File: config.mk
export PLATFORM = sky130hd
export DESIGN_NAME = smcg_stop_ctrl
export DESIGN_NICKNAME = d
export VERILOG_FILES = /design/src/hw/smcg_pkg.sv /design/src/hw/smcg_stop_ctrl.sv
export VERILOG_INCLUDE_DIRS = /design/src /design/src/hw
export SDC_FILE = /design/constraint.sdc
export NUM_CORES = 1
export LEC_CHECK = 0
export ABC_CLOCK_PERIOD_IN_PS = 1800
export BUFFER_PORTS_ARGS = -buffer_cell sky130_fd_sc_hd__buf_2
export CELL_PAD_IN_SITES_DETAIL_PLACEMENT = 0
export CELL_PAD_IN_SITES_GLOBAL_PLACEMENT = 1
export CORE_MARGIN = 2
export CORE_UTILIZATION = 31
export CTS_CLUSTER_DIAMETER = 120
export DETAILED_ROUTE_END_ITERATION = 8
export PLACE_DENSITY_LB_ADDON = 0.2
export SLEW_MARGIN = 15
export SYNTH_ARGS = -nofsm -noshare
export SYNTH_HDL_FRONTEND = slang
export SYNTH_SLANG_ARGS = --single-unit
File: constraint.sdc
create_clock -name core_clk -period 1.8 [get_ports core_clk]
set_clock_uncertainty 0.2 [all_clocks]
set_input_delay 0.18 -clock core_clk [delete_from_list [all_inputs] [get_ports core_clk]]
set_output_delay 0.18 -clock core_clk [all_outputs]
set_load 0.05 [all_outputs]
File: src/hw/smcg_map.svh
// Register map, field positions and codes of the stop-mode gating block
`ifndef SMCG_MAP_SVH
`define SMCG_MAP_SVH

// Byte offsets
`define SMCG_OFF_CTRL     4'h0
`define SMCG_OFF_STATUS   4'h4
`define SMCG_OFF_ACK      4'h8
`define SMCG_OFF_DOMAIN   4'hC

// Control word fields
`define SMCG_CTRL_W        12
`define SMCG_B_STOPEN      0
`define SMCG_B_PPDC        1
`define SMCG_B_DBGEN       2
`define SMCG_B_LVDEN       3
`define SMCG_B_LVSTOPEN    4
`define SMCG_B_IREFEN      5
`define SMCG_B_INTERNAL_REF_STOP_ENABLE    6
`define SMCG_B_EREFEN      7
`define SMCG_B_EXTERNAL_REF_STOP_ENABLE    8
`define SMCG_B_HIRANGE     9
`define SMCG_B_ADCACLK     10
`define SMCG_B_RTCEN       11
`define SMCG_CTRL_RST      12'h018

// Status and acknowledge fields
`define SMCG_B_ST_LO       0
`define SMCG_B_ST_HI       1
`define SMCG_B_PARTIAL_POWERDOWN_FLAG        2
`define SMCG_B_PINHOLD     3
`define SMCG_B_ACK         0

// Bus answers
`define SMCG_RESP_OKAY     2'h0
`define SMCG_RESP_SLVERR   2'h2

`endif

File: src/hw/smcg_pkg.sv
// Types of the stop-mode gating block
package smcg_pkg;

    typedef enum logic [1:0] {
        SMCG_RUN   = 2'h0,
        SMCG_STOP3 = 2'h1,
        SMCG_STOP2 = 2'h3,
        SMCG_WAKE2 = 2'h2
    } smcg_state_t;

    typedef enum logic [1:0] {
        SMCG_OFF  = 2'h0,
        SMCG_STBY = 2'h1,
        SMCG_ON   = 2'h2
    } smcg_pwr_t;

    typedef struct packed {
        smcg_pwr_t cpu;
        smcg_pwr_t ram;
        smcg_pwr_t flash;
        smcg_pwr_t ports;
        smcg_pwr_t acmp;
        smcg_pwr_t adc;
        smcg_pwr_t iic;
        smcg_pwr_t clkgen;
        smcg_pwr_t canbus;
        smcg_pwr_t rtc;
        smcg_pwr_t sci;
        smcg_pwr_t spi;
        smcg_pwr_t tpm;
        smcg_pwr_t vreg;
        smcg_pwr_t crystal_oscillator;
        smcg_pwr_t debug;
        smcg_pwr_t low_voltage_detector;
    } smcg_power_t;

    typedef struct packed {
        logic periphClkEn;
        logic debugClkEn;
        logic pinHold;
    } smcg_gate_t;

endpackage

File: src/hw/smcg_stop_ctrl.sv
// Stop-mode clock and power gating controller with AXI4-Lite registers
// Functional notes
// - Entering either stop mode gates off the clocks of all peripheral modules.
// - With debug mode enabled the debug logic keeps its clock in stop while peripherals stay gated.
// - In stop3 the converter runs only if its async clock and the voltage detector are enabled, else standby.
// - In stop3 the clock generator reference runs only with both internal reference enables set, else standby.
// - In both stop modes the real-time counter runs when enabled, else standby.
// - In stop3 the regulator stays in full regulation only when the voltage detector or debug is enabled.
// - In stop3 the crystal oscillator runs only with both external reference enables set, else standby.
// - In high-frequency range the oscillator also needs the voltage detector enabled to run in stop3.
// - A stop2 request with debug mode enabled enters stop3 instead.
// - A stop2 request with low-voltage-in-stop enabled enters stop3 instead.
// - Peripheral clocks halt in stop whatever the debug setting.
// - Stop3 keeps all register state, memory and pins, and resumes from them.
// - Wake from stop2 acts as power-on reset, sets the powerdown flag and holds pins until a 1 is acked.
`timescale 1ns/1ps
`include "smcg_map.svh"

module smcg_stop_ctrl
    import smcg_pkg::*;
(
    // Clock and reset
    input  wire logic        core_clk,
    input  wire logic        reset_n,
    // CPU stop and wake
    input  wire logic        stopReq,
    input  wire logic        wakeReq,
    output logic             stopIllegal,
    // Gating outputs
    output smcg_gate_t       gate,
    output smcg_power_t      power,
    output smcg_state_t      stopState,
    // AXI4-Lite write address
    input  wire logic [3:0]  s_axi_awaddr,
    input  wire logic [2:0]  s_axi_awprot,
    input  wire logic        s_axi_awvalid,
    output logic             s_axi_awready,
    // AXI4-Lite write data
    input  wire logic [31:0] s_axi_wdata,
    input  wire logic [3:0]  s_axi_wstrb,
    input  wire logic        s_axi_wvalid,
    output logic             s_axi_wready,
    // AXI4-Lite write response
    output logic [1:0]       s_axi_bresp,
    output logic             s_axi_bvalid,
    input  wire logic        s_axi_bready,
    // AXI4-Lite read address
    input  wire logic [3:0]  s_axi_araddr,
    input  wire logic [2:0]  s_axi_arprot,
    input  wire logic        s_axi_arvalid,
    output logic             s_axi_arready,
    // AXI4-Lite read data
    output logic [31:0]      s_axi_rdata,
    output logic [1:0]       s_axi_rresp,
    output logic             s_axi_rvalid,
    input  wire logic        s_axi_rready
);

    // Run or standby for an optional domain
    function automatic smcg_pwr_t keepOn(input logic keep);
        return keep ? SMCG_ON : SMCG_STBY;
    endfunction

    // Known byte offsets
    function automatic logic mapped(input logic [3:0] a);
        return a == `SMCG_OFF_CTRL || a == `SMCG_OFF_STATUS ||
               a == `SMCG_OFF_ACK || a == `SMCG_OFF_DOMAIN;
    endfunction

    smcg_state_t              state;
    smcg_state_t              next_state;
    logic [`SMCG_CTRL_W-1:0]  ctrl;
    logic [`SMCG_CTRL_W-1:0]  next_ctrl;
    logic                     partial_powerdown_flag;
    logic                     pinLatch;
    smcg_power_t              next_power;
    smcg_gate_t               next_gate;

    logic [3:0]               awAddr;
    logic                     awHeld;
    logic [31:0]              wData;
    logic [3:0]               wStrb;
    logic                     wHeld;

    // Control bits
    wire stopEn   = ctrl[`SMCG_B_STOPEN];
    wire ppdc     = ctrl[`SMCG_B_PPDC];
    wire dbgEn    = ctrl[`SMCG_B_DBGEN];
    wire lvdEn    = ctrl[`SMCG_B_LVDEN];
    wire lvStopEn = ctrl[`SMCG_B_LVSTOPEN];
    wire irefEn   = ctrl[`SMCG_B_IREFEN];
    wire irefSt   = ctrl[`SMCG_B_INTERNAL_REF_STOP_ENABLE];
    wire erefEn   = ctrl[`SMCG_B_EREFEN];
    wire erefSt   = ctrl[`SMCG_B_EXTERNAL_REF_STOP_ENABLE];
    wire hiRange  = ctrl[`SMCG_B_HIRANGE];
    wire adcAclk  = ctrl[`SMCG_B_ADCACLK];
    wire rtcEn    = ctrl[`SMCG_B_RTCEN];

    // Detector is live in stop only with both of its bits
    wire lvdStop  = lvdEn & lvStopEn;

    // Stop entry and mode choice
    wire stopTake  = (state == SMCG_RUN) & stopReq & stopEn;
    // A refused stop keeps all clocks on and raises a one-cycle flag
    wire stopBad   = (state == SMCG_RUN) & stopReq & ~stopEn;
    wire promote   = dbgEn | lvStopEn;
    wire pickStop2 = ppdc & ~promote;

    // Bus handshakes and decode
    wire awFire    = s_axi_awvalid & s_axi_awready;
    wire wFire     = s_axi_wvalid & s_axi_wready;
    wire wrDo      = awHeld & wHeld & ~s_axi_bvalid;
    wire wrCtrl    = wrDo & (awAddr == `SMCG_OFF_CTRL);
    wire wrAck     = wrDo & (awAddr == `SMCG_OFF_ACK) &
                     wStrb[0] & wData[`SMCG_B_ACK];
    wire arFire    = s_axi_arvalid & s_axi_arready;

    assign s_axi_awready = ~awHeld;
    assign s_axi_wready  = ~wHeld;
    assign s_axi_arready = ~s_axi_rvalid;

    // Byte-lane merge into the control word
    wire [31:0] ctrlWide = {{(32 - `SMCG_CTRL_W){1'b0}}, ctrl};
    wire [31:0] ctrlMerged = {
        wStrb[3] ? wData[31:24] : ctrlWide[31:24],
        wStrb[2] ? wData[23:16] : ctrlWide[23:16],
        wStrb[1] ? wData[15:8]  : ctrlWide[15:8],
        wStrb[0] ? wData[7:0]   : ctrlWide[7:0]
    };

    // Status fields placed by position, the rest reads as zero
    logic [31:0] statusWord;
    always_comb begin
        statusWord = 32'h00000000;
        statusWord[`SMCG_B_ST_HI:`SMCG_B_ST_LO] = state;
        statusWord[`SMCG_B_PARTIAL_POWERDOWN_FLAG]                = partial_powerdown_flag;
        statusWord[`SMCG_B_PINHOLD]             = pinLatch;
    end

    // Read data select; the CPU field sits above bit 31 and is left out,
    // since software can only read while the CPU is on
    wire [31:0] domainWord = power[31:0];
    wire [31:0] rdSel =
        (s_axi_araddr == `SMCG_OFF_CTRL)   ? ctrlWide   :
        (s_axi_araddr == `SMCG_OFF_STATUS) ? statusWord :
        (s_axi_araddr == `SMCG_OFF_DOMAIN) ? domainWord :
        32'h00000000;

    // State sequence
    // RUN has three neighbours, so entering stop2 flips both state bits
    always_comb begin
        next_state = state;
        case (state)
            SMCG_RUN: begin
                if (stopTake) begin
                    next_state = pickStop2 ? SMCG_STOP2 : SMCG_STOP3;
                end
            end
            SMCG_STOP3: begin
                if (wakeReq) begin
                    next_state = SMCG_RUN;
                end
            end
            SMCG_STOP2: begin
                if (wakeReq) begin
                    next_state = SMCG_WAKE2;
                end
            end
            SMCG_WAKE2: begin
                next_state = SMCG_RUN;
            end
            default: begin
                next_state = SMCG_RUN;
            end
        endcase
    end

    // Control word update
    always_comb begin
        next_ctrl = ctrl;
        if (wrCtrl) begin
            next_ctrl = ctrlMerged[`SMCG_CTRL_W-1:0];
        end
        if (state == SMCG_WAKE2) begin
            next_ctrl = `SMCG_CTRL_RST;
        end
    end

    // Domain power per mode
    always_comb begin
        next_power = '{default: SMCG_ON};
        next_gate  = '{periphClkEn: 1'b1, debugClkEn: 1'b1, pinHold: pinLatch};
        case (state)
            SMCG_STOP3: begin
                next_gate.periphClkEn = 1'b0;
                next_gate.debugClkEn  = dbgEn;
                next_gate.pinHold     = 1'b1;
                next_power.cpu    = SMCG_STBY;
                next_power.ram    = SMCG_STBY;
                next_power.flash  = SMCG_STBY;
                next_power.ports  = SMCG_STBY;
                next_power.acmp   = SMCG_OFF;
                next_power.iic    = SMCG_STBY;
                next_power.canbus = SMCG_STBY;
                next_power.sci    = SMCG_STBY;
                next_power.spi    = SMCG_STBY;
                next_power.tpm    = SMCG_STBY;
                next_power.adc    = keepOn(adcAclk & lvdStop);
                next_power.clkgen = keepOn(irefEn & irefSt);
                next_power.rtc    = keepOn(rtcEn);
                next_power.vreg   = keepOn(lvdStop | dbgEn);
                next_power.crystal_oscillator   = keepOn(erefEn & erefSt &
                                           (~hiRange | lvdStop));
                next_power.debug  = keepOn(dbgEn);
                next_power.low_voltage_detector    = keepOn(lvdStop);
            end
            SMCG_STOP2: begin
                next_gate.periphClkEn = 1'b0;
                next_gate.debugClkEn  = 1'b0;
                // all off but memory and counter
                next_gate.pinHold     = 1'b1;
                next_power            = '{default: SMCG_OFF};
                next_power.ram        = SMCG_STBY;
                next_power.rtc        = keepOn(rtcEn);
            end
            SMCG_WAKE2: begin
                // Restart holds the pins as they were latched
                next_gate.periphClkEn = 1'b0;
                next_gate.pinHold     = 1'b1;
            end
            default: begin
                next_gate.debugClkEn = 1'b1;
            end
        endcase
    end

    // Mode, control and gating registers
    always_ff @(posedge core_clk) begin
        if (!reset_n) begin
            state       <= SMCG_RUN;
            ctrl        <= `SMCG_CTRL_RST;
            power       <= '{default: SMCG_ON};
            gate        <= '{periphClkEn: 1'b1, debugClkEn: 1'b1, pinHold: 1'b0};
            stopIllegal <= 1'b0;
        end else begin
            state       <= next_state;
            ctrl        <= next_ctrl;
            power       <= next_power;
            gate        <= next_gate;
            stopIllegal <= stopBad;
        end
    end

    assign stopState = state;

    // Powerdown flag and pin latch; the set wins over an ack in the same cycle
    always_ff @(posedge core_clk) begin
        if (!reset_n) begin
            partial_powerdown_flag     <= 1'b0;
            pinLatch <= 1'b0;
        end else if (state == SMCG_WAKE2) begin
            partial_powerdown_flag     <= 1'b1;
            pinLatch <= 1'b1;
        end else if (wrAck) begin
            partial_powerdown_flag     <= 1'b0;
            pinLatch <= 1'b0;
        end
    end

    // Write channel capture, either order
    always_ff @(posedge core_clk) begin
        if (!reset_n) begin
            awHeld <= 1'b0;
            awAddr <= 4'h0;
        end else if (awFire) begin
            awHeld <= 1'b1;
            awAddr <= s_axi_awaddr;
        end else if (wrDo) begin
            awHeld <= 1'b0;
        end
    end

    always_ff @(posedge core_clk) begin
        if (!reset_n) begin
            wHeld <= 1'b0;
            wData <= 32'h00000000;
            wStrb <= 4'h0;
        end else if (wFire) begin
            wHeld <= 1'b1;
            wData <= s_axi_wdata;
            wStrb <= s_axi_wstrb;
        end else if (wrDo) begin
            wHeld <= 1'b0;
        end
    end

    // Write response
    always_ff @(posedge core_clk) begin
        if (!reset_n) begin
            s_axi_bvalid <= 1'b0;
            s_axi_bresp  <= `SMCG_RESP_OKAY;
        end else if (wrDo) begin
            s_axi_bvalid <= 1'b1;
            s_axi_bresp  <= mapped(awAddr) ? `SMCG_RESP_OKAY : `SMCG_RESP_SLVERR;
        end else if (s_axi_bready) begin
            s_axi_bvalid <= 1'b0;
        end
    end

    // Read answer
    always_ff @(posedge core_clk) begin
        if (!reset_n) begin
            s_axi_rvalid <= 1'b0;
            s_axi_rdata  <= 32'h00000000;
            s_axi_rresp  <= `SMCG_RESP_OKAY;
        end else if (arFire) begin
            s_axi_rvalid <= 1'b1;
            s_axi_rdata  <= rdSel;
            s_axi_rresp  <= mapped(s_axi_araddr) ? `SMCG_RESP_OKAY : `SMCG_RESP_SLVERR;
        end else if (s_axi_rready) begin
            s_axi_rvalid <= 1'b0;
        end
    end

endmodule // smcg_stop_ctrl

==> out/results.ini, run 1 <==
[power_and_ir_drop]
peakVddDrop_uv = 334
p_leak_nw = 1.88
p_per_area_nw_per_um2 = 860
total_power_mw = 3.77

[clock_tree]
insertion_delay_ps = 350
cts.sinks = 80
cts_buffers = 9
cts_tree = yes
cts_setup_buffers = 0
cts.path.max_buffers = 2
htreeDepth = 3
cts_root_buffer = clkbuf_8
cts.clk_slew.worst_paths_ps = 80

[logic_synthesis]
synth.avg_cell_area_um2 = 9.13
synth_area_um2 = 3340
netlist.area_leader.share_pct = 47.9
yosys_warnings = 0
synth_area_leaders = dfxtp_1, buf_4, a21boi_0
synth_cells = 366
ys_ff_latch = 80
synth_top_area_cell = dfxtp_1
ys_types = 39
ys_seq_area_share_pct = 47.9

[drt]
wl_per_cell_um = 13.2
drt-pass1-iter-count = 4
drcViolationCount = 0
drt-total-wl_mm = 8.15
vias = 2787
drtAntennaViolNets = 0
drt_iter0_drc = 99
vias_per_cell = 4.51

[die]
die_width_um = 108
core_um2 = 10400
initial_utilization_pct = 32.1
design.portCount = 140
num_rows = 37
die_y_um = 108
dieArea_um2 = 11600

[global_routing]
track_usage_pct = 14.2
grt_overflow = 0
grt_pass1_wl_mm = 12.9
grt_max_degree = 37
grt_pass1_vias = 2568
antenna_found_initial = 0

[place]
place.gp.congestion = 0.728
io_buffers = 107
hpwl_mm = 5.90

[sta]
setup_viol = 0
hold_slack_ps = 17.2
post-route-period-util_pct = 95.3
rsz0062_at_grt = no
fin_crit_ps = 1710
drv_slew = 0
fmax_mhz = 583
worst_pin_slew_ps = 514
fin_setup_tns_ps = 0
finalHoldViolations = 0
slew_headroom_pct = 65.7

[run_status]
status = completed

[critical_path]
path_class = reg -> reg
timing.rr.end = ctrl[8]
timing.critical_path.to = ctrl[8]
worstReg2RegStart = awAddr[0]
worstSetupStartpoint = awAddr[0]
cp-end-kind = register
crit_arrival_ps = 1800
rrSetupSlack_ps = 90
crit_path_start_kind = register
crit_required_ps = 1880
reg2regPathDepth = 5
path_max_fanout = 4

[finish]
syn2layout_area_growth_pct = 31.3
drive_gt1_share_pct = 31.3
nFillCells = 1078
antenna_cells = 0
nets = 536

[hold_path]
worstHoldPathCells = 2
worstHoldPathType = in -> reg

[run]
max_cap_viol_count = 0

==> layout by cell type (no fill, tap or decap), types with 6 or more instances in the layout <==
cell and count:
buf_2 107, a21boi_0 23, a32oi_1 8, a221oi_1 6, nand2_1 45, nor2b_1 16
buf_4 21, nand3_1 22, dfxtp_1 80, dlygate4sd3_1 25, mux2i_1 14, nand2b_1 6
inv_1 7, o21ai_0 18, clkbuf_8 10, nor2_1 18
==> worst max-delay path: stages (launching register included) <==
cell	delay (ps)
dfxtp_1	320
buf_4	130
or4b_1	530
nor3_2	120
buf_4	170
mux2i_1	190
==> final cells by class <==
class	count	area, µm²	share of cell area [%]
timing repair buffer	154	963	22.0
clock buffer	10	138	3.14
inverter	7	26.3	0.599
sequential	80	1600	36.5
clock inverter	6	91.3	2.08
multi-input combinational	225	1400	31.9
tap	136	170	3.88
==> power by group <==
group / leakage (nW) / switching (mW) / internal [mW] / total, mW
Sequential: 0.650 / 0.0315 / 1.82 / 1.85
Combinational: 1.12 / 0.265 / 0.166 / 0.431
Clock: 0.117 / 0.668 / 0.826 / 1.49
Total: 1.88 / 0.965 / 2.81 / 3.77
==> Yosys cell counts <==
cell / count
buf_4: 31
dfxtp_1: 80
o311a_1: 1
a21o_1: 1
nor4bb_1: 2
nor4b_1: 2
nor2b_1: 16
nand3_1: 22
nand2b_1: 6
and3_1: 4
o31ai_1: 3
conb_1: 1
o21a_1: 1
nand2_1: 45
a21boi_0: 23
a221oi_1: 6
a32oi_1: 8
a21boi_1: 3
nor3_1: 2
nand3b_1: 1
a21oi_1: 2
clkbuf_1: 23
nor4_1: 2
nor2_1: 18
mux2i_1: 14
buf_2: 1
buf_1: 2
and2_1: 3
o21ai_0: 18
nor3_4: 1
or4b_1: 4
nand4b_1: 2
o211a_1: 1
nor3b_1: 5
inv_1: 7
nor4b_2: 1
nor3_2: 1
o31a_1: 1
mux2_2: 2
==> registers in the layout, indices dropped and copies added, names as in the netlist <==
name / flops
gate: 3
stopIllegal: 1
s_axi_rvalid: 1
s_axi_rresp: 1
wData: 12
s_axi_bvalid: 1
s_axi_rdata: 21
awAddr: 4
awHeld: 1
stopState: 2
power: 16
s_axi_bresp: 1
ctrl: 12
wStrb: 2
wHeld: 1
pinLatch: 1
==> layer usage <==
| layer | track usage (%) | vias up | routed length (µm) |
|---|---|---|---|
| met4 | 3.57 | 0 | 58 |
| met1 | 20.2 | 1237 | 4090 |
| met2 | 21.3 | 96 | 3550 |
| met3 | 3.75 | 5 | 456 |
| li1 | - | 1449 | - |
| met5 | 0 | - | 0 |
==> how the worst min path moves through the flow <==
stage / start / endpoint
2_1_floorplan: s_axi_awvalid / awHeld
3_3_place_gp: s_axi_awvalid / awHeld
3_5_place_dp: s_axi_awvalid / awHeld
4_1_cts: reset_n / power[33]
5_1_grt: reset_n / s_axi_rresp[1]
6_report: reset_n / power[33]
==> metrics by stage <==
step	std cells	util, %	instance area (µm²)	worst slack [ps]
after detailed placement	577	37.5	3910	58.6
after CTS	618	42.1	4380	36.4
after global routing	618	42.1	4390	4.20
after global placement	577	37.5	3910	81.7
after floorplan	369	-	3350	1.48
final	618	42.1	4390	85.4
==> cell families (layout without fill, tap and decap cells) <==
logic type,after synthesis,in the layout,share of synthesized area (%)
multiplexers,16,16,4.87
AO/OA/AOI/OAI,68,68,14.5
flip-flops,80,80,47.9
other,1,4,0.112
buffers and inverters,64,177,10.7
AND/OR/NAND/NOR,137,137,21.9
==> what timing repair did <==
item,CTS,global route
resized for setup,0,1
endpoints found under the hold margin,24,0
endpoints found under the setup margin,0,3
hold buffers,25,0
(Power assumes the default switching activity.)
==> run 2: changes to the inputs <==
--- a/constraint.sdc
+++ b/constraint.sdc
@@ -3,3 +3,3 @@
 set_input_delay 0.18 -clock core_clk [delete_from_list [all_inputs] [get_ports core_clk]]
 set_output_delay 0.18 -clock core_clk [all_outputs]
-set_load 0.05 [all_outputs]
+set_load 0.005 [all_outputs]
==> run 2 against run 1 <==
Worst setup slack lost 36 ps. Count of clock-buffer cells in the layout shrank 1. Clock power is essentially flat. Utilization is essentially flat. Sequential cell count is the same. Total power shrank 2.9%. Combinational power shrank 26%. First-iteration DRC count grew 25%. Global-route usage grew 0.20 points. Highest routed layer unchanged.
==> out/results.ini, run 2 (synthesis results as in run 1) <==
[drt]
vias_per_cell = 4.57
drt-pass1-iter-count = 4
wl_per_cell_um = 13.4
vias = 2820
drt_iter0_drc = 124
drt-total-wl_mm = 8.27
drtAntennaViolNets = 0
drcViolationCount = 0

[critical_path]
path_max_fanout = 4
crit_chain = buf_4 > or4b_4 > nor3_2 > buf_4 > mux2i_2
crit_arrival_ps = 1820
critPathBufInv = 2
crit_path_start_kind = register
slowest_delay_ps = 520
path_class = reg -> reg
slowest_stage = or4b_4
path_common_cell = buf_4
cp-end-kind = register
crit_required_ps = 1870
cp_top_family = simple AND/OR/NAND/NOR gates

[finish]
mostFrequentLayoutCells = buf_2, dfxtp_1, nand2_1
antenna_cells = 0
top_regs = s_axi_rdata (21), power (16)
nets = 535
drive_gt1_share_pct = 32.0
regMostFlops = s_axi_rdata
syn2layout_area_growth_pct = 31.4
final_common_cell = buf_2
largest_reg_flops = 21

[clock_tree]
cts.clk_slew.worst_paths_ps = 90
cts_setup_buffers = 0
insertion_delay_ps = 350
cts_buffers = 9
cts.path.max_buffers = 2
cts_tree = yes
htreeDepth = 3
cts_root_buffer = clkbuf_8
cts.sinks = 80

[run]
max_cap_viol_count = 0

[global_routing]
grt_pass1_vias = 2495
track_usage_pct = 14.4
busiest_layer = met2
use_met2_pct = 22.4
grt_overflow = 0
grt_pass1_wl_mm = 12.9
grt_max_degree = 37
use_met1_pct = 19.9
use_met3_pct = 2.66
antenna_found_initial = 0

[sta]
finalHoldViolations = 0
worst_slack_ps = 49.8
drv_slew = 0
setup_viol = 0
post-route-period-util_pct = 97.2
fin_setup_tns_ps = 0
fmax_mhz = 571
fin_crit_ps = 1750
slew_headroom_pct = 66.5
worst_pin_slew_ps = 502
rsz0062_at_grt = yes

[power_and_ir_drop]
peakVddDrop_uv = 319
p_per_area_nw_per_um2 = 834
total_power_mw = 3.66
p_leak_nw = 1.88

[hold_path]
worstHoldPathType = in -> reg

[die]
design.portCount = 140
die_y_um = 108
num_rows = 37
die_width_um = 108
initial_utilization_pct = 32.1
core_um2 = 10400
dieArea_um2 = 11600

[place]
io_buffers = 107
place.gp.congestion = 0.722
hpwl_mm = 5.92
pre_cts_slack_ps = 21.6

[run_status]
status = completed

[run 2: timing repair]
item	4_1_cts	5_1_grt
gates resized for setup	1	4
setup endpoints to repair	1	2
endpoints found under the hold margin	24	0
pin swaps	0	0
hold buffers	25	0
[run 2: stage by stage]
stage	area, µm²	util (%)	hold WS (ps)	std cells
after floorplan	3350	-	95.8	369
after global placement	3900	37.4	200	576
after detailed placement	3900	37.4	219	576
after CTS	4380	42.0	5.35	617
after global routing	4390	42.2	56.6	617
final	4390	42.2	17.5	617
[run 2: where the power goes]
group | switching (mW) | internal, mW | total [mW] | leakage, nW
combinational | 0.155 | 0.164 | 0.319 | 1.12
sequential | 0.0343 | 1.82 | 1.85 | 0.651
clock | 0.698 | 0.795 | 1.49 | 0.110
[run 2: cell type report]
| class | instances | area [µm²] |
|---|---|---|
| inverters | 7 | 26.3 |
| clock inverters | 7 | 103 |
| flip-flops and latches | 80 | 1600 |
| multi-input cells | 225 | 1410 |
| fillers | 1076 | 6020 |
| well taps | 136 | 170 |
| repair buffers | 153 | 956 |
| clock buffers | 9 | 124 |
[run 2: path summary, 6_finish.rpt]
path	startpoint	end	slack [ps]	depth (start not counted)
worst min register to register	s_axi_rdata[3]	s_axi_rdata[3]	260	2
worst max-delay path	awAddr[0]	ctrl[8]	50	5
worst max register to register	awAddr[0]	ctrl[8]	50	5
worst min-delay path	reset_n	power[33]	20	2
[run 2: per-layer routing]
metal / routed length (µm) / part of all wire (%)
met1: 4110 / 50
met2: 3690 / 45
met3: 371 / 4.5
met4: 108 / 1.3
met5: 0 / 0
==> run 3: changes to the inputs <==
- SETUP_SLACK_MARGIN: default -> 0.1
==> run 3 against run 2 <==
Critical path depth decreased by 1. Die area unchanged. Routed wire length decreased by 3.1%. Total power decreased by 4.1%. Register-to-register slack improved by 60 ps. Largest cell class unchanged. Global-route usage decreased by 0.26 points. Combinational power decreased by 2%. Via count decreased by 1.1%. Clock power decreased by 9%. Fmax increased by 3.4%. Worst setup slack improved by 58 ps.
==> out/results.ini, run 3 (synthesis results as in run 1) <==
[run_status]
status = completed

[finish]
syn2layout_area_growth_pct = 29.7
largest_reg_flops = 21
antenna_cells = 0
nets = 530
regMostFlops = s_axi_rdata
mostFrequentLayoutCells = buf_2, dfxtp_1, nand2_1
top_regs = s_axi_rdata (21), power (16)
final_common_cell = buf_2
drive_gt1_share_pct = 31.3

[drt]
drtAntennaViolNets = 0
drcViolationCount = 0
vias_per_cell = 4.56
wl_per_cell_um = 13.1
drt_iter0_drc = 113
drt-total-wl_mm = 8.02
drt-pass1-iter-count = 4
vias = 2789

[clock_tree]
cts_buffers = 9
cts.path.max_buffers = 2
cts_root_buffer = clkbuf_8
cts_tree = yes
insertion_delay_ps = 350
cts.sinks = 80
cts.clk_slew.worst_paths_ps = 90
htreeDepth = 3

[power_and_ir_drop]
p_leak_nw = 1.84
peakVddDrop_uv = 444
p_per_area_nw_per_um2 = 811
total_power_mw = 3.51

[hold_path]
whs_endpoint = s_axi_rdata[2]
hold_path_startpoint = s_axi_araddr[1]
worstHoldPathType = in -> reg
worstHoldPathCells = 4

[sta]
slew_headroom_pct = 65.8
fin_crit_ps = 1690
worst_slack_ps = 107
fmax_mhz = 591
worst_pin_slew_ps = 513
rsz0062_at_grt = yes
hold_slack_ps = 82.2
post-route-period-util_pct = 94.0
setup_viol = 0
fin_setup_tns_ps = 0
drv_slew = 0
finalHoldViolations = 0

[critical_path]
timing.rr.end = ctrl[6]
crit_cells = 4
slowest_delay_ps = 590
critPathBufInv = 1
crit_required_ps = 1870
crit_path_start_kind = register
cp_top_family = simple AND/OR/NAND/NOR gates
reg2regPathDepth = 4
worstReg2RegStart = awAddr[2]
path_class = reg -> reg
crit_arrival_ps = 1770
rrSetupSlack_ps = 110
cp-end-kind = register
crit_chain = or4b_4 > nor3_4 > buf_12 > mux2i_1
slowest_stage = or4b_4
path_max_fanout = 6

[place]
io_buffers = 107
pre_cts_slack_ps = 15.4
hpwl_mm = 5.75
place.gp.congestion = 0.737

[die]
core_um2 = 10400
dieArea_um2 = 11600
die_y_um = 108
num_rows = 37
die_width_um = 108
initial_utilization_pct = 32.1
design.portCount = 140

[global_routing]
grt_max_degree = 39
grt_pass1_vias = 2513
grt_pass1_wl_mm = 12.8
antenna_found_initial = 0
track_usage_pct = 14.2
grt_overflow = 0

[run]
max_cap_viol_count = 0

==> run 3: power breakdown <==
| group | internal (mW) | total [mW] | switching [mW] |
|---|---|---|---|
| Clock | 0.655 | 1.35 | 0.694 |
| Sequential | 1.82 | 1.85 | 0.0361 |
| Combinational | 0.160 | 0.312 | 0.152 |
| Total | 2.63 | 3.51 | 0.882 |
==> run 3: how the worst max path moves through the flow <==
stage	slack, ps	startpoint	endpoint
2_1_floorplan	90	awAddr[2]	ctrl[0]
3_3_place_gp	50	awAddr[1]	ctrl[5]
3_5_place_dp	20	awAddr[1]	ctrl[6]
4_1_cts	100	awAddr[2]	ctrl[6]
5_1_grt	20	awAddr[2]	ctrl[6]
6_report	110	awAddr[2]	ctrl[6]
==> run 3: tightest hold or removal path: stages <==
cell and delay (ps):
buf_2 140, nor4b_4 70, or4b_1 160, a21boi_1 50
==> run 3: timing repair <==
item                                   4_1_cts  5_1_grt
endpoints found under the hold margin       27        0
gates resized for setup                      1        6
buffers inserted                             0        1
pin swaps                                    0        1
setup endpoints to repair                    8       14
hold buffers                                26        0
==> run 3: cell type report <==
cell class	count	area [µm²]
Clock buffer	9	124
Clock inverter	7	78.8
Fill cell	1046	6080
Inverter	7	26.3
Multi-Input combinational cell	225	1410
Sequential cell	80	1610
Tap cell	136	170
Timing Repair Buffer	148	921
==> run 3: per-stage QoR <==
step	instances	instance area (µm²)	util, %
after floorplan	369	3360	-
after global placement	569	3840	36.9
after detailed placement	569	3840	36.9
after CTS	611	4310	41.4
after global routing	612	4340	41.6
final	612	4340	41.6
==> run 3: per-layer routing <==
metal / track usage [%] / up-vias / routed length (µm)
met3: 3.39 / 7 / 422
met1: 19.0 / 1248 / 4000
li1: - / 1441 / -
met2: 22.3 / 93 / 3530
met5: 0 / - / 0
met4: 4.58 / 0 / 70
